`src/hdl/tie_map.svh`:
```
// register offsets, field positions, reset values and masks of the block
`ifndef TIE_MAP_SVH
`define TIE_MAP_SVH

// ============================================================
// address map (byte addresses, one aligned word each)
`define TIE_CH_STRIDE      8'h10
`define TIE_OFS_ENABLE     4'h0
`define TIE_OFS_STATUS     4'h4
`define TIE_OFS_IRQ_STAT   8'h30
`define TIE_OFS_IRQ_MASK   8'h34

// ============================================================
// enable register fields
`define TIE_BIT_ADC_TRIG   7
`define TIE_BIT_RSVD_ONE   6
`define TIE_BIT_UNDERFLOW  5
`define TIE_BIT_OVERFLOW   4
`define TIE_BIT_GR_D       3
`define TIE_BIT_GR_C       2
`define TIE_BIT_GR_B       1
`define TIE_BIT_GR_A       0
`define TIE_EN_RESET       8'h00
`define TIE_EN_READ_ONES   8'h40
`define TIE_EN_WMASK_CH0   8'h9f
`define TIE_EN_WMASK_CHX   8'hb3

// ============================================================
// status register fields
`define TIE_BIT_DIR        7
`define TIE_ST_RESET       8'h00
`define TIE_ST_FMASK_CH0   8'h1f
`define TIE_ST_FMASK_CHX   8'h33

// ============================================================
// summary interrupt registers
`define TIE_IRQ_W          6
`define TIE_IRQ_RESET      6'h00
`define TIE_IRQ_ADC_LSB    0
`define TIE_IRQ_FLAG_LSB   3

`endif

```
`src/hdl/tie_pkg.sv`:
```
// types shared by the timer interrupt enable block
package tie_pkg;

  // ============================================================
  // register select decoded from a bus address
  typedef enum logic [4:0] {
    TIE_SEL_NONE = 5'b00001,
    TIE_SEL_EN   = 5'b00010,
    TIE_SEL_ST   = 5'b00100,
    TIE_SEL_IST  = 5'b01000,
    TIE_SEL_IMSK = 5'b10000
  } tie_sel_t;

  typedef logic [7:0] tie_byte_t;

endpackage : tie_pkg

```
`src/hdl/tie_chan.sv`:
```
// one timer channel: enable register, status flags and request gating
`timescale 1ns/1ps
`include "tie_map.svh"

module tie_chan #(
  parameter bit IS_CH0 = 1'b0,
  parameter int CW     = 16
) (
  // clock and reset
  input  wire logic            hclk,
  input  wire logic            hresetn,
  // counter side
  input  wire logic [CW-1:0]   channel_counter,
  input  wire logic            count_up,
  input  wire logic            phase_mode,
  input  wire logic [3:0]      match_event,
  // register access strobes
  input  wire logic            en_we,
  input  wire logic            st_we,
  input  wire logic            st_re,
  input  wire tie_pkg::tie_byte_t wdata,
  output tie_pkg::tie_byte_t   en_rd,
  output tie_pkg::tie_byte_t   st_rd,
  // requests
  output logic                 overflow_irq_req,
  output logic                 underflow_irq_req,
  output logic [3:0]           gr_irq_req,
  output logic                 adc_start_req,
  output logic                 flag_set
);
  import tie_pkg::*;

  localparam tie_byte_t EN_WM = IS_CH0 ? `TIE_EN_WMASK_CH0
                                       : `TIE_EN_WMASK_CHX;
  localparam tie_byte_t FM    = IS_CH0 ? `TIE_ST_FMASK_CH0
                                       : `TIE_ST_FMASK_CHX;

  tie_byte_t   en_q, en_d, flag_q, flag_d, seen_q, seen_d;
  logic [CW-1:0] prev_q;
  logic        vld_q, adc_q, fset_q;
  logic        ovf_hit, udf_hit, dir_bit;
  tie_byte_t   set_w, clr_w;

  // ============================================================
  // wrap detection against the previous counter sample
  assign ovf_hit = vld_q && (prev_q == '1) && (channel_counter == '0);
  // channel 0 has no phase counting, so no underflow
  assign udf_hit = !IS_CH0 && phase_mode && vld_q &&
                   (prev_q == '0) && (channel_counter == '1);

  // ============================================================
  // flags: set wins over a clear in the same cycle
  assign set_w  = {2'b00, udf_hit, ovf_hit, match_event} & FM;
  // only a 0 written to a flag first read as 1 clears it
  assign clr_w  = {8{st_we}} & seen_q & ~wdata & FM;
  assign flag_d = set_w | (flag_q & ~clr_w);
  assign seen_d = st_re ? flag_q : (seen_q & ~clr_w);
  // unwritable positions never take a one
  assign en_d   = en_we ? (wdata & EN_WM) : en_q;

  // ============================================================
  // read views
  assign dir_bit = IS_CH0 ? 1'b1 : count_up;
  assign en_rd   = en_q | `TIE_EN_READ_ONES;
  assign st_rd   = {dir_bit, 1'b1, flag_q[5:0]};

  // ============================================================
  // request levels: flag and enable, both flops; adc start and flag_set each come straight from one flop
  assign overflow_irq_req  = flag_q[`TIE_BIT_OVERFLOW] &
                             en_q[`TIE_BIT_OVERFLOW];
  assign underflow_irq_req = flag_q[`TIE_BIT_UNDERFLOW] &
                             en_q[`TIE_BIT_UNDERFLOW];
  assign gr_irq_req        = flag_q[3:0] & en_q[3:0];
  assign adc_start_req     = adc_q;
  assign flag_set          = fset_q;

  // registers of this channel
  always_ff @(posedge hclk or negedge hresetn) begin
    if (!hresetn) begin
      en_q   <= `TIE_EN_RESET;
      flag_q <= `TIE_ST_RESET;
      seen_q <= `TIE_ST_RESET;
      prev_q <= '0;
      vld_q  <= 1'b0;
      adc_q  <= 1'b0;
      fset_q <= 1'b0;
    end else begin
      en_q   <= en_d;
      flag_q <= flag_d;
      seen_q <= seen_d;
      prev_q <= channel_counter;
      vld_q  <= 1'b1;
      adc_q  <= match_event[`TIE_BIT_GR_A] & en_q[`TIE_BIT_ADC_TRIG];
      fset_q <= |(set_w & ~flag_q);
    end
  end

endmodule : tie_chan

```
`src/hdl/tie_top.sv`:
```
// timer interrupt enable bank with an ahb-lite register slave
// ============================================================
//
// The placing of the registers and register access over AHB-Lite were decided locally.
`timescale 1ns/1ps
`include "tie_map.svh"

module tie_top #(
  parameter int NCH = 3,
  parameter int CW  = 16
) (
  // clock and reset
  input  wire logic                   hclk,
  input  wire logic                   hresetn,
  // ahb-lite slave
  input  wire logic                   hsel,
  input  wire logic [31:0]            haddr,
  input  wire logic [1:0]             htrans,
  input  wire logic                   hwrite,
  input  wire logic [2:0]             hsize,
  input  wire logic [31:0]            hwdata,
  input  wire logic                   hready,
  output logic                        hreadyout,
  output logic                        hresp,
  output logic [31:0]                 hrdata,
  // timer channel state
  input  wire logic [NCH-1:0][CW-1:0] channel_counter,
  input  wire logic [NCH-1:0]         count_up,
  input  wire logic [NCH-1:0]         phase_mode,
  input  wire logic [NCH-1:0][3:0]    gr_match_event,
  // requests toward interrupt controller and converter
  output logic [NCH-1:0]              overflow_irq_req,
  output logic [NCH-1:0]              underflow_irq_req,
  output logic [NCH-1:0]              gr_a_irq_req,
  output logic [NCH-1:0]              gr_b_irq_req,
  output logic [NCH-1:0]              gr_c_irq_req,
  output logic [NCH-1:0]              gr_d_irq_req,
  output logic [NCH-1:0]              adc_start_req,
  output logic                        irq
);
  import tie_pkg::*;

  // ============================================================
  // elaboration check: summary registers leave room for 3 channels
  if (NCH < 1 || NCH > 3 || CW < 2) begin : g_bad_param
    $error("tie_top: NCH must be 1..3 and CW at least 2");
  end

  // decode a byte address into a register select
  function automatic tie_sel_t sel_of(input logic [31:0] a);
    logic [1:0] ch;
    ch = a[5:4];
    if (a[31:8] != 24'h0)
      sel_of = TIE_SEL_NONE;
    else if (a[7:0] == `TIE_OFS_IRQ_STAT)
      sel_of = TIE_SEL_IST;
    else if (a[7:0] == `TIE_OFS_IRQ_MASK)
      sel_of = TIE_SEL_IMSK;
    else if (a[7:6] != 2'b00 || int'(ch) >= NCH)
      sel_of = TIE_SEL_NONE;
    else if (a[3:0] == `TIE_OFS_ENABLE)
      sel_of = TIE_SEL_EN;
    else if (a[3:0] == `TIE_OFS_STATUS)
      sel_of = TIE_SEL_ST;
    else
      sel_of = TIE_SEL_NONE;
  endfunction : sel_of

  tie_sel_t              sel_a, sel_q;
  logic [1:0]            ch_a, ch_q;
  logic                  acc_w, rd_acc, wr_q;
  logic [31:0]           hrdata_q, rd_word;
  tie_byte_t             en_rd  [NCH];
  tie_byte_t             st_rd  [NCH];
  logic [NCH-1:0]        en_we, st_we, st_re, fset;
  logic [NCH-1:0][3:0]   gr_req;
  logic [`TIE_IRQ_W-1:0] ist_q, ist_d, imsk_q, imsk_d, ist_set;
  logic                  ist_we, imsk_we;

  // ============================================================
  // address phase: zero wait states, so hreadyout stays high
  assign acc_w     = hsel && htrans[1] && hready;
  assign rd_acc    = acc_w && !hwrite;
  assign sel_a     = sel_of(haddr);
  assign ch_a      = haddr[5:4];
  assign hreadyout = 1'b1;
  assign hresp     = 1'b0;
  assign hrdata    = hrdata_q;

  // read mux, unmapped addresses read as zero
  assign rd_word =
    (sel_a == TIE_SEL_EN)   ? {24'h0, en_rd[ch_a]} :
    (sel_a == TIE_SEL_ST)   ? {24'h0, st_rd[ch_a]} :
    (sel_a == TIE_SEL_IST)  ? {26'h0, ist_q} :
    (sel_a == TIE_SEL_IMSK) ? {26'h0, imsk_q} : 32'h0;

  // address phase capture; writes land in the data phase
  always_ff @(posedge hclk or negedge hresetn) begin
    if (!hresetn) begin
      wr_q     <= 1'b0;
      sel_q    <= TIE_SEL_NONE;
      ch_q     <= 2'h0;
      hrdata_q <= 32'h0;
    end else begin
      wr_q  <= acc_w && hwrite;
      sel_q <= sel_a;
      ch_q  <= ch_a;
      if (rd_acc)
        hrdata_q <= rd_word;
    end
  end

  // ============================================================
  // channels, each with its own enable register
  for (genvar i = 0; i < NCH; i++) begin : g_ch
    assign en_we[i] = wr_q && sel_q == TIE_SEL_EN && int'(ch_q) == i;
    assign st_we[i] = wr_q && sel_q == TIE_SEL_ST && int'(ch_q) == i;
    assign st_re[i] = rd_acc && sel_a == TIE_SEL_ST && int'(ch_a) == i;
    assign gr_a_irq_req[i] = gr_req[i][`TIE_BIT_GR_A];
    assign gr_b_irq_req[i] = gr_req[i][`TIE_BIT_GR_B];
    assign gr_c_irq_req[i] = gr_req[i][`TIE_BIT_GR_C];
    assign gr_d_irq_req[i] = gr_req[i][`TIE_BIT_GR_D];

    tie_chan #(
      .IS_CH0 (i == 0),
      .CW     (CW)
    ) u_chan (
      .hclk              (hclk),
      .hresetn           (hresetn),
      .channel_counter   (channel_counter[i]),
      .count_up          (count_up[i]),
      .phase_mode        (phase_mode[i]),
      .match_event       (gr_match_event[i]),
      .en_we             (en_we[i]),
      .st_we             (st_we[i]),
      .st_re             (st_re[i]),
      .wdata             (hwdata[7:0]),
      .en_rd             (en_rd[i]),
      .st_rd             (st_rd[i]),
      .overflow_irq_req  (overflow_irq_req[i]),
      .underflow_irq_req (underflow_irq_req[i]),
      .gr_irq_req        (gr_req[i]),
      .adc_start_req     (adc_start_req[i]),
      .flag_set          (fset[i])
    );
  end

  // ============================================================
  // summary interrupt: sticky events, write one to clear
  always_comb begin
    ist_set = '0;
    ist_set[`TIE_IRQ_ADC_LSB +: NCH]  = adc_start_req;
    ist_set[`TIE_IRQ_FLAG_LSB +: NCH] = fset;
  end
  assign ist_we  = wr_q && sel_q == TIE_SEL_IST;
  assign imsk_we = wr_q && sel_q == TIE_SEL_IMSK;
  // a new event beats a clear arriving in the same cycle
  assign ist_d   = ist_set |
                   (ist_q & ~(ist_we ? hwdata[`TIE_IRQ_W-1:0] : '0));
  assign imsk_d  = imsk_we ? hwdata[`TIE_IRQ_W-1:0] : imsk_q;
  assign irq     = |(ist_q & imsk_q);

  // summary registers
  always_ff @(posedge hclk or negedge hresetn) begin
    if (!hresetn) begin
      ist_q  <= `TIE_IRQ_RESET;
      imsk_q <= `TIE_IRQ_RESET;
    end else begin
      ist_q  <= ist_d;
      imsk_q <= imsk_d;
    end
  end

  // ============================================================
  // checks on all three channels (default three-channel build)
  if (NCH == 3) begin : g_chk

  end
endmodule : tie_top

```
`config.mk`:
```
export PLATFORM = sky130hd
export DESIGN_NAME = tie_top
export DESIGN_NICKNAME = d
export VERILOG_FILES = /design/src/hdl/tie_pkg.sv /design/src/hdl/tie_chan.sv /design/src/hdl/tie_top.sv
export VERILOG_INCLUDE_DIRS = /design/src /design/src/hdl
export SDC_FILE = /design/constraint.sdc
export NUM_CORES = 1
export LEC_CHECK = 0
export BUFFER_PORTS_ARGS = -buffer_cell sky130_fd_sc_hd__buf_2
export CORE_UTILIZATION = 35
export CTS_CLUSTER_DIAMETER = 120
export DETAILED_ROUTE_END_ITERATION = 12
export PLACE_DENSITY = 0.56
export REMOVE_ABC_BUFFERS = 1
export SLEW_MARGIN = 20
export SYNTH_ARGS = -nofsm -noshare
export SYNTH_HDL_FRONTEND = slang
export SYNTH_SLANG_ARGS = --single-unit
```
`constraint.sdc`:
```
create_clock -name hclk -period 2.4 [get_ports hclk]
set_clock_uncertainty 0.05 [all_clocks]
set_input_delay 0.12 -clock hclk [delete_from_list [all_inputs] [get_ports hclk]]
set_output_delay 0.12 -clock hclk [all_outputs]
set_load 0.01 [all_outputs]
```
=== After elaboration in Yosys (flattened, before gate mapping) ===
Cells that the tools add are included.

* Output and inout bits: 56
* Register bits: 171
* Logic and storage cells: 154
* Input bits: 140

* Equality and inequality tests: 20
* Bitwise gates (word level): 41
* $lt $le $gt $ge: 2
* Reduce and logical (&&, ||, !) cells: 46
* Muxes and demuxes: 20

{| class="wikitable"
|+ Operators with widths
! operator !! number
|-
| 16-bit == test, second input constant || 5
|-
| 16-bit zero test || 5
|-
| 8-bit two-way mux || 9
|-
| 8-bit bitwise AND || 6
|-
| 6-bit bitwise AND || 6
|-
| 8-bit binary-select mux with 2-bit select || 2
|-
| 1-bit logical AND || 30
|-
| 8-bit NOT || 3
|-
| 24-bit nonzero test || 1
|-
| 8-bit OR reduction || 3
|-
| 6-bit two-way mux || 3
|-
| 6-bit by 8-bit bitwise AND with 8-bit output || 2
|-
| 8-bit by 6-bit == test with 1-bit output, second input constant || 2
|-
| 6-bit NOT with 8-bit output || 2
|-
| 6-bit by 8-bit bitwise OR with 8-bit output || 2
|-
| 5-bit two-way mux || 3
|-
| 6-bit NOT || 2
|-
| 5-bit bitwise AND || 2
|-
| 5-bit by 2-bit == test with 1-bit output, second input constant || 2
|-
| 5-bit by 3-bit == test with 1-bit output, second input constant || 2
|-
| 5-bit by 4-bit == test with 1-bit output, second input constant || 2
|-
| 5-bit == test, second input constant || 2
|-
| 3-bit two-way mux || 3
|-
| 1-bit bitwise AND || 8
|-
| other kinds (17) || 22
|}

=== Depth between registers and ports, before layout ===
Gate-level depths: netlist of run 1.

* Depth after elaboration: 12
* Depth in mapped cells: 7

=== Modules after synthesis ===
From an unflattened synthesis of run 1, not the netlist that was laid out.

* Cells, all modules: 493
* Area, all modules: 5,781.8 sq um

{| class="wikitable"
|+ Modules (own cells, without submodules)
! module !! times used !! seq. area each (sq um) !! cells each !! area an instance (sq um)
|-
| tie_chan at g_ch[1].u_chan ... || 2 || 800.8 || 106 || 1,290.0
|-
| tie_top || 1 || 701.9 || 176 || 1,901.8
|-
| tie_chan at g_ch[0].u_chan || 1 || 875.8 || 105 || 1,300.0
|}

=== Least setup slack after synthesis of run 1 ===
Ideal clock, no wire load.

* Path kind: input to register
* Start point: input haddr[1]
* End point: register g_ch[1].u_chan.seen_q[0]
* Buffers on the path: 3
* Path slack: 0.441 ns
* Stages: 7
* Arrival time: 1.782 ns
* Cells stage by stage: or3_4 > buf_6 > or3_1 > buf_6 > or4_4 > buf_6 > mux2i_1

* Cells in the longest elaborated chain, start to end: 11
* Elaborated cells between the ends (all ways): 14
* Classes of those cells: 4 x eq/ne; 7 x mux; 3 x reduce/logical

{| class="wikitable"
|+ Ends and longest elaborated chain
! what !! RTL line !! text
|-
| start: declaration || tie_top.sv:17 || <nowiki>input wire logic [31:0] haddr,</nowiki>
|-
| 4-bit by 3-bit == test with 1-bit output (no line) || n/a ||
|-
| 3-bit two-way mux || tie_top.sv:63 || <nowiki>else if (a[3:0] == `TIE_OFS_STATUS)</nowiki>
|-
| 3-bit two-way mux || tie_top.sv:61 || <nowiki>else if (a[3:0] == `TIE_OFS_ENABLE)</nowiki>
|-
| 3-bit two-way mux || tie_top.sv:59 || <nowiki>else if (a[7:6] != 2'b00 || int'(ch) >= NCH)</nowiki>
|-
| 5-bit two-way mux || tie_top.sv:57 || <nowiki>else if (a[7:0] == `TIE_OFS_IRQ_MASK)</nowiki>
|-
| 5-bit two-way mux * || tie_top.sv:55 || <nowiki>else if (a[7:0] == `TIE_OFS_IRQ_STAT)</nowiki>
|-
| 5-bit two-way mux * || tie_top.sv:53 || <nowiki>if (a[31:8] != 24'h0)</nowiki>
|-
| named net sel_a[0] || tie_top.sv:69 || <nowiki>tie_sel_t sel_a, sel_q;</nowiki>
|-
| 5-bit by 3-bit == test with 1-bit output * || tie_top.sv:118 || <nowiki>assign st_re[i] = rd_acc && sel_a == TIE_SEL_ST && int'(ch_a) == i;</nowiki>
|-
| 1-bit logical AND * (2 in series) || tie_top.sv:118 ||
|-
| 8-bit two-way mux * || tie_chan.sv:57 || <nowiki>assign seen_d = st_re ? flag_q : (seen_q & ~clr_w);</nowiki>
|-
| named net g_ch[1].u_chan.seen_d[0] || tie_chan.sv:38 || <nowiki>tie_byte_t en_q, en_d, flag_q, flag_d, seen_q, seen_d;</nowiki>
|-
| end signal: assignment || tie_chan.sv:82 || <nowiki>seen_q <= `TIE_ST_RESET;</nowiki>
|-
| end signal: assignment || tie_chan.sv:90 || <nowiki>seen_q <= seen_d;</nowiki>
|-
| end: declaration || tie_chan.sv:38 ||
|}

Mark *: on every way through the listed nets, which the timed path passes. The rest lies on a longest branch.
A chain may end at the register's enable or synchronous reset.

=== Worst setup path in the final report of run 1 ===
* Start point: register sel_q[4]
* End point: register g_ch[1].u_chan.flag_q[4]

* Cells in the longest elaborated chain, start to end: 8

{| class="wikitable"
|+ Ends and longest elaborated chain
! what !! RTL line !! text
|-
| start: declaration || tie_top.sv:69 ||
|-
| start signal: assignment || tie_top.sv:106 || <nowiki>sel_q <= sel_a;</nowiki>
|-
| 5-bit by 3-bit == test with 1-bit output || tie_top.sv:117 || <nowiki>assign st_we[i] = wr_q && sel_q == TIE_SEL_ST && int'(ch_q) == i;</nowiki>
|-
| 1-bit logical AND (2 in series) || tie_top.sv:117 ||
|-
| 6-bit bitwise AND (2 in series) || tie_chan.sv:55 || <nowiki>assign clr_w = {8{st_we}} & seen_q & ~wdata & FM;</nowiki>
|-
| 6-bit NOT with 8-bit output || tie_chan.sv:56 || <nowiki>assign flag_d = set_w | (flag_q & ~clr_w);</nowiki>
|-
| 8-bit bitwise AND || tie_chan.sv:56 ||
|-
| 6-bit by 8-bit bitwise OR with 8-bit output || tie_chan.sv:56 ||
|-
| named net g_ch[1].u_chan.flag_d[4] || tie_chan.sv:38 ||
|-
| end signal: assignment || tie_chan.sv:81 || <nowiki>flag_q <= `TIE_ST_RESET;</nowiki>
|-
| end signal: assignment || tie_chan.sv:89 || <nowiki>flag_q <= flag_d;</nowiki>
|-
| end: declaration || tie_chan.sv:38 ||
|}

The timed path passes the listed nets, and every way through them passes these cells.

==> metrics.cfg, run 1 <==
[hold_path]
hold_path_class=input pin to flop
hold_depth=2
min_to=g_ch[1].u_chan.en_q[5]$_DFFE_PN0P_
hp-start=hwdata[5]

[timing]
maxSlewViolCount=0
finalSetupViolations=0
tns_ns=0
fin_ws_ns=0.4194
rsz0062_at_grt=false
post-route-period-util=0.8252
finalHoldViolations=0
finalWorstPathRequiredPeriod_ns=1.981
slew_headroom=0.6015
tightest_slew_ns=0.5894
fmax_ghz=0.5049

[place]
place_inst=814
portBuffers=129
post-dp-hpwl_microns=10200
dp_slack_ns=0.1324
gp_congestion=0.7875

[power]
power.density_nw_per_um2=727.7
p_leak_nw=3.442
peakVddDrop_v=0.0005977

[clock_tree]
clockRootBuffer=clkbuf_16
cts_made_buffers=17
clk_path_buf_depth=2
cts_max_level=4
clk_latency_ns=0.42
cts_tree=yes
cts_setup_buffers=0
clkSlewWorstSetupHoldPaths_ns=0.06
clock-sinks=125

[final_layout]
diodes=0
syn2layout_area_growth_pct=37.24
finish.utilization=0.4947
fillerInstances=1403
drive_gt1_frac=0.2890
multi_input_area_sq_um=2067
nets=826
instances_no_fill=910
seq_area_sq_um=3129

[critical_path]
cp_max_fo=8
crit_path_start_kind=flop
r2r_end=g_ch[1].u_chan.flag_q[4]$_DFF_PN0_
end_kind=flop
crit_type=flop to flop
r2r_start=sel_q[4]$_DFF_PN0_
worstPathArrival_ns=2.23
crit_required_ns=2.65
critPathLaunch=sel_q[4]$_DFF_PN0_
worst-r2r-cell-count=4
reg2reg_slack_ns=0.42

[global_routing]
track_usage=0.1856
grt-ovfl-total=0
grt_pass1_wl_microns=22760
grt_pass1_vias=4501
antenna_found_initial=0
grt_max_degree=50

[synth]
ys_ff_latch=125
yosys.area_share.simple=0.1686
synth_edf_count=0
netlist_area_sq_um=5520
synth_compound_area_frac=0.09021
synth.distinct_cells=45
syn_avg_cell_area_sq_um=11.38
netlist_instances=485
ys_seq_area_frac=0.5669
synthArstFlopShare=1.000
synth_adder_area_share=0
synthMuxAreaShare=0.09383
ys_warn_count=0
synth_top_family_by_area=simple AND/OR/NAND/NOR gates
synth_xor_area_frac=0
ys.flop_type=dfrtp_1

[route]
drt_wl_total_microns=14300
viasPerCell=4.845
ant_nets=0
dr.first_iter.drc_count=300
wl_per_cell_microns=15.71
first_pass_iters=4
vias=4409
drc=0

[run]
drv_cap=0

[floorplanning]
die_w_microns=127.6
die_h_microns=127.6
core_sq_um=15310
io_pins=196
die_area_sq_um=16280
initial_core_util=0.3605
row_count=45

[run_status]
status=completed

## power by group
part | switching, W | total, W | internal [W]
logic | 0.000217 | 0.000425 | 0.000208
registers | 0.0000401 | 0.00222 | 0.00218
clock network | 0.000911 | 0.00287 | 0.00196
## worst max-delay path by stage
stage | to | cells after the start
2_1_floorplan | g_ch[2].u_chan.seen_q[0]$_DFF_PN0_ | 5
3_5_place_dp | g_ch[2].u_chan.seen_q[0]$_DFF_PN0_ | 8
6_report | g_ch[1].u_chan.flag_q[4]$_DFF_PN0_ | 4
3_3_place_gp | g_ch[2].u_chan.seen_q[4]$_DFF_PN0_ | 8
5_1_grt | g_ch[2].u_chan.seen_q[4]$_DFF_PN0_ | 4
4_1_cts | g_ch[1].u_chan.flag_q[4]$_DFF_PN0_ | 4
## sequential cells by signal, indices dropped and copies added (netlist names)
name	count
ch_q	2
g_ch.u_chan.adc_start_req	3
g_ch.u_chan.en_q	16
g_ch.u_chan.flag_q	13
g_ch.u_chan.flag_set	3
g_ch.u_chan.prev_q	48
g_ch.u_chan.seen_q	13
g_ch.u_chan.vld_q	1
hrdata	8
imsk_q	6
ist_q	6
sel_q	5
wr_q	1
## cells in the final DEF (no fill, tap or decap), drive strengths merged, types with 4 or more instances in the layout
cell type	n
a21o	14
a21oi	6
a22oi	7
and2	16
buf	138
bufinv	5
clkbuf	23
conb	32
dfrtp	124
dlygate4sd3	64
inv	21
mux2	28
mux2i	18
nand2	34
nand3	10
nand4	21
nand4b	4
nor2	27
nor2b	4
nor3	7
nor4	20
nor4b	5
o21a	5
o21ai	23
o22a	6
o22ai	4
o31ai	5
or4	5
## Yosys cell counts (14+ instances only)
| cell type | number | share of area |
|---|---|---|
| inv_1 | 20 | 0.014 |
| dfrtp_1 | 124 | 0.56 |
| nor2_1 | 27 | 0.018 |
| buf_4 | 39 | 0.053 |
| a21o_1 | 14 | 0.019 |
| nand2_1 | 34 | 0.023 |
| mux2_2 | 28 | 0.057 |
| and2_1 | 16 | 0.018 |
| o21ai_0 | 23 | 0.021 |
| mux2i_1 | 18 | 0.033 |
| nor4_1 | 19 | 0.022 |
| nand4_1 | 21 | 0.024 |
## stage by stage
stage	instance area [sq um]	hold slack, ns	total power (W)
floorplan	5275	-0.2256	0.002368
global placement	6267	-0.004101	0.002592
detailed placement	6267	0.002580	0.002603
CTS	7576	0.02742	0.005571
global route	7576	0.04941	0.005708
finish	7576	0.03882	0.005513
## per-layer routing
layer / global-route usage / vias to the layer above / wire [microns]
met4: 0.06436 / 0 / 191
met1: 0.2185 / 2143 / 6212
li1: - / 2082 / -
met3: 0.04564 / 16 / 785
met2: 0.3295 / 168 / 7110
met5: 0 / - / 0
## worst max-delay path, cell delays in order (launching register included)
cell and delay (ns):
dfrtp_1 0.41, nor4b_1 0.58, nand3_1 0.40, o31ai_1 0.34
nand2_1 0.08
## what timing repair did
action / CTS / global route
hold buffers: 64 / 0
setup endpoints to repair: 0 / 0
resized for setup: 0 / 0
hold endpoints to repair: 162 / 0
## logic make-up (layout without fill, tap and decap cells)
group	Yosys count	after routing
AOI/OAI and AO/OA	75	75
buffers and inverters	71	255
DFF	125	125
muxes	47	47
other	2	32
and+or+nand+nor	165	165
## cell type report
class,count,share of cell area
Clock buffer,23,0.06441
Clock inverter,9,0.02378
Inverter,21,0.01040
Multi-Input combinational cell,319,0.2728
Sequential cell,125,0.4130
Tap cell,211,0.03485
Timing Repair Buffer,202,0.1807
Power figures use the tool's default switching activity.
==> inputs of run 2 (changes only) <==
Settings changed: ABC_AREA set to 1, PLACE_DENSITY 0.56 to 0.55.
Clock period 2.4 ns to 2.06 ns, I/O delays scaled along.
==> run 2 against run 1 <==
  * Clock-buffer cell count down 2
  * Sequential cell count unchanged
  * Highest routed layer unchanged
  * Sequential share of layout area is 1.3 points lower
  * Routed wire length rose by 6.5%
  * Design area is 3.4% higher
  * First-iteration DRC count grew 4.0%
  * Largest cell class unchanged
  * Critical path depth rose by 2
  * Sequential power up 14%
  * Clock power rose by 6%
  * Register-to-register slack got worse by 0.11 ns
  * Largest power group unchanged
  * Global-route usage up 0.91 points
==> metrics.cfg, run 2 <==
[run_status]
status=completed

[place]
dp_slack_ns=0.3300
post-dp-hpwl_microns=11150
gp_congestion=0.8814
placed_area_sq_um=6479
place_inst=980
portBuffers=129

[critical_path]
cp_slowest_cell=dlygate4sd3_1
crit_path_start_kind=input pin
cpMostUsedCell=dlygate4sd3_1
crit_cells=6
crit_buf_inv=4
crit_path_max_incr_delay_ns=0.59
critical-path-top-delay-family=buffers and inverters
worstPathArrival_ns=2.16
cp_max_fo=3
crit_required_ns=2.35
crit_type=input pin to flop
worst-r2r-cell-count=9
worstPathCellList=dlygate4sd3_1 -> buf_2 -> nor2_2 -> dlygate4sd3_1 -> nand4_1 -> dlygate4sd3_1
end_kind=flop

[final_layout]
diodes=0
nets=997
layout_commonest_cell=nand2_1
instances_no_fill=1086
final_cell_area_sq_um=7830
syn2layout_area_growth_pct=37.42
drive_gt1_frac=0.2218
multi_input_area_sq_um=2062
largest_reg_flops=48
reg.largest.list=g_ch.u_chan.prev_q x48, g_ch.u_chan.en_q x16
regMostFlops=g_ch.u_chan.prev_q
layout_common_cells=143 x nand2_1, 128 x buf_2, 124 x dfrtp_1
fillerInstances=1526
seq_area_sq_um=3129

[timing]
fmax_ghz=0.5337
fin_ws_ns=0.1862
tns_ns=0
finalSetupViolations=0
finalWorstPathRequiredPeriod_ns=1.874
maxSlewViolCount=0
post-route-period-util=0.9096
rsz0062_at_grt=false
finalHoldViolations=0

[synth]
ys_seq_area_frac=0.5492
netlist_area_sq_um=5698
yosysMostFrequentCell=nand2_1
synth_edf_count=0
synth_common_cells=143 x nand2_1, 124 x dfrtp_1, 73 x inv_1, 60 x nand3_1, 55 x nor2_1
ys.flop_type=dfrtp_1
ys_ff_latch=125
synthTopCellsByArea=dfrtp_1 54%, nand2_1 9.4%, buf_4 5.4%, nand3_1 5.3%, inv_1 4.8%
syn_avg_cell_area_sq_um=8.889
ys_warn_count=0
synth.distinct_cells=36
synthArstFlopShare=1.000
synth_top_area_share=0.5446
netlist_instances=641
yosysTopAreaCell=dfrtp_1

[clock_tree]
ctsResizeCount=0
cts_made_buffers=17
clock-sinks=125
cts_setup_buffers=0
cts_max_level=4
clk_path_buf_depth=2
cts_tree=yes
clockRootBuffer=clkbuf_16
clk_latency_ns=0.42
clkSlewWorstSetupHoldPaths_ns=0.05

[global_routing]
grt_max_degree=58
track_usage=0.1947
grt_pass1_wl_microns=24630
grt-ovfl-total=0
antenna_found_initial=1
grt_pass1_vias=5179

[floorplanning]
io_pins=196
die_area_sq_um=16790
die_w_microns=129.6
core_sq_um=15890
initial_core_util=0.3587
die_h_microns=129.6
row_count=46

[route]
wl_per_cell_microns=14.03
drt_wl_total_microns=15230
drc=0
viasPerCell=4.698
ant_nets=0
vias=5102
dr.first_iter.drc_count=312
first_pass_iters=5

[power]
peakVddDrop_v=0.0006094
power.density_nw_per_um2=768.1
p_leak_nw=3.976
total_power_w=0.006015

[hold_path]
hold_depth=4
hold_path_class=input pin to flop

[run]
drv_cap=0

-- run 2: worst register-to-register path: stages (launching register included) --
cell and delay [ns]:
dfrtp_1 0.37, inv_1 0.06, nand2_1 0.05, inv_1 0.15
nand3_1 0.10, inv_1 0.21, nand2_1 0.18, inv_1 0.15
nand3_1 0.10, a22o_1 0.22
-- run 2: power breakdown --
part           switching, W  leakage, nW  internal [W]
sequential        0.0000268         1.43       0.00251
combinational      0.000237         2.26      0.000207
clock               0.00111        0.289       0.00192
total               0.00138         3.98       0.00464
-- run 2: kinds of logic after synthesis --
kind of cell / share of synthesized area
flops: 0.5492
simple gates: 0.2736
buf+inv: 0.1087
compound gates: 0.06719
other cells: 0.001318
-- run 2: stage by stage --
step | hold slack (ns) | util
after floorplan | -0.2426 | -
after global routing | 0.03047 | 0.4929
after global placement | 0.005467 | 0.4078
after CTS | 0.005790 | 0.4935
after detailed placement | 0.02482 | 0.4078
final | 0.009971 | 0.4929
-- run 2: final timing paths --
check	slack [ns]	to	startpoint
max	0.19	sel_q[0]$_DFF_PN1_	haddr[6]
min	0.01	sel_q[4]$_DFF_PN0_	haddr[13]
max reg2reg	0.31	g_ch[2].u_chan.flag_q[5]$_DFF_PN0_	sel_q[4]$_DFF_PN0_
min reg2reg	0.39	ist_q[3]$_DFF_PN0_	g_ch[0].u_chan.flag_set$_DFF_PN0_
max in group asynchronous	1.20	ch_q[0]$_DFF_PN0_	hresetn
min in group asynchronous	0.12	sel_q[4]$_DFF_PN0_	hresetn
-- run 2: metal layers --
| metal | vias to the layer above | GRT usage | routed length, microns |
|---|---|---|---|
| met5 | - | 0 | 0 |
| met3 | 18 | 0.05202 | 1019 |
| met4 | 0 | 0.06361 | 201 |
| met2 | 195 | 0.3545 | 7767 |
| li1 | 2477 | - | - |
| met1 | 2412 | 0.2199 | 6244 |
-- run 2: layout make-up --
| type | instances | share of cell area |
|---|---|---|
| multi-input combinational | 427 | 0.2633 |
| tap | 216 | 0.03452 |
| sequential | 125 | 0.3996 |
| clock inverter | 11 | 0.01662 |
| timing repair buffer | 210 | 0.1857 |
| clock buffer | 21 | 0.06136 |
| inverter | 76 | 0.03883 |
-- run 2: what timing repair did --
action	CTS	global route
setup endpoints to repair	0	1
endpoints found under the hold margin	102	0
hold buffers	75	0
==> inputs of run 3 (changes only) <==
Clock period 2.06 ns to 2.3 ns, I/O delays scaled along.
==> run 3 against run 2 <==
  * Setup slack improved by 0.17 ns
  * Hold slack better by 0.0033 ns
  * Global-route usage fell by 0.71 points
  * Sequential cell count unchanged
  * Die area did not move
==> metrics.cfg, run 3 (synthesized netlist as in run 2, its figures left out) <==
[run_status]
status=completed

[global_routing]
grt_pass1_wl_microns=23910
grt-ovfl-total=0
track_usage=0.1876
grt_pass1_vias=5009
antenna_found_initial=1
grt_max_degree=53

[clock_tree]
clk_latency_ns=0.41
cts_tree=yes
clk_path_buf_depth=2
clkSlewWorstSetupHoldPaths_ns=0.06
clockRootBuffer=clkbuf_16
cts_max_level=4
clock-sinks=125
cts_made_buffers=17

[floorplanning]
die_h_microns=129.6
io_pins=196
row_count=46
core_sq_um=15890
initial_core_util=0.3587
die_area_sq_um=16790
die_w_microns=129.6

[route]
drt_wl_total_microns=14650
ant_nets=0
viasPerCell=4.697
first_pass_iters=6
drc=0
dr.first_iter.drc_count=306
wl_per_cell_microns=13.58
vias=5068

[power]
p_leak_nw=3.927
power.density_nw_per_um2=673.2
total_power_w=0.005199
peakVddDrop_v=0.0006523

[place]
placed_area_sq_um=6456
post-dp-hpwl_microns=10860
portBuffers=129
gp_congestion=0.8479

[timing]
fmax_ghz=0.5153
post-route-period-util=0.8437
tns_ns=0
rsz0062_at_grt=false
finalWorstPathRequiredPeriod_ns=1.941
maxSlewViolCount=0
finalSetupViolations=0
finalHoldViolations=0
slew_headroom=0.5841
tightest_slew_ns=0.6239

[final_layout]
nets=990
final_cell_area_sq_um=7722
drive_gt1_frac=0.2190
layout_commonest_cell=nand2_1
reg.largest.list=g_ch.u_chan.prev_q x48, g_ch.u_chan.en_q x16
syn2layout_area_growth_pct=35.53
regMostFlops=g_ch.u_chan.prev_q
largest_reg_flops=48
layout_common_cells=143 x nand2_1, 128 x buf_2, 124 x dfrtp_1
fillerInstances=1516
diodes=0

[run]
drv_cap=0

[critical_path]
crit_type=input pin to flop
cp_max_fo=3
worstPathArrival_ns=2.23
crit_path_start_kind=input pin
crit_required_ns=2.59
end_kind=flop

[hold_path]
hold_path_class=input pin to flop

run 3: changes by cell type in the layout (fill, tap and decap cells not counted), sizes merged:
cell | previous run | this run
clkbuf | 21 | 18
buf | 136 | 133
clkinvlp | 4 | 3
clkinv | 3 | 5
bufinv | 3 | 2
inv | 77 | 80
dlygate4sd3 | 74 | 70
run 3: layout make-up:
type                            count  area [sq um]  area share
Clock buffer                       18         429.2     0.05557
Clock inverter                     14         136.4     0.01766
Inverter                           76         304.0     0.03937
Multi-Input combinational cell    427          2062      0.2670
Sequential cell                   125          3129      0.4052
Tap cell                          216         270.3     0.03500
Timing Repair Buffer              203          1391      0.1802
run 3: power by group:
part	switching [W]	internal [W]	leakage (nW)
combinational	0.000211	0.000181	2.23
sequential	0.0000238	0.00225	1.43
clock	0.00103	0.00151	0.269
run 3: critical path, stage by stage:
cell and delay [ns]:
dlygate4sd3_1 0.54, buf_2 0.13, nor2_2 0.15, dlygate4sd3_1 0.59
nand4_1 0.11, dlygate4sd3_1 0.59
run 3: worst paths after layout:
check | start | end | slack [ns] | cells after the start
max | haddr[6] | sel_q[0]$_DFF_PN1_ | 0.36 | 6
min | hwdata[0] | g_ch[2].u_chan.seen_q[0]$_DFF_PN0_ | 0.01 | 3
max reg2reg | sel_q[2]$_DFF_PN0_ | g_ch[0].u_chan.en_q[4]$_DFFE_PN0P_ | 0.51 | 3
min reg2reg | g_ch[2].u_chan.flag_set$_DFF_PN0_ | ist_q[5]$_DFF_PN0_ | 0.38 | 2
max in group asynchronous | hresetn | hrdata[5]$_DFFE_PN0P_ | 1.26 | 3
min in group asynchronous | hresetn | wr_q$_DFF_PN0_ | 0.21 | 2
run 3: per-stage QoR:
| stage | setup WS [ns] | util | instances | hold slack, ns |
|---|---|---|---|---|
| 6_report | 0.3594 | 0.4861 | 1079 | 0.01325 |
| 5_1_grt | 0.2983 | 0.4861 | 1079 | 0.02134 |
| 4_1_cts | 0.4220 | 0.4861 | 1079 | 0.001447 |
| 3_5_place_dp | 0.5040 | 0.4064 | 977 | 0.1226 |
| 3_3_place_gp | 0.6039 | 0.4064 | 977 | 0.1144 |
| 2_1_floorplan | 0.9205 | - | 628 | -0.2306 |
run 3: what timing repair did:
action	CTS	global route
hold buffers	70	0
buffers inserted	0	0
resized for setup	0	0
endpoints found under the setup margin	0	0
endpoints found under the hold margin	121	0
run 3: routing by layer:
| layer | global-route usage | part of all wire | vias to the layer above |
|---|---|---|---|
| li1 | - | - | 2485 |
| met1 | 0.2197 | 0.43 | 2376 |
| met2 | 0.3334 | 0.50 | 191 |
| met3 | 0.05120 | 0.064 | 16 |
| met4 | 0.05677 | 0.013 | 0 |
| met5 | 0 | 0 | - |
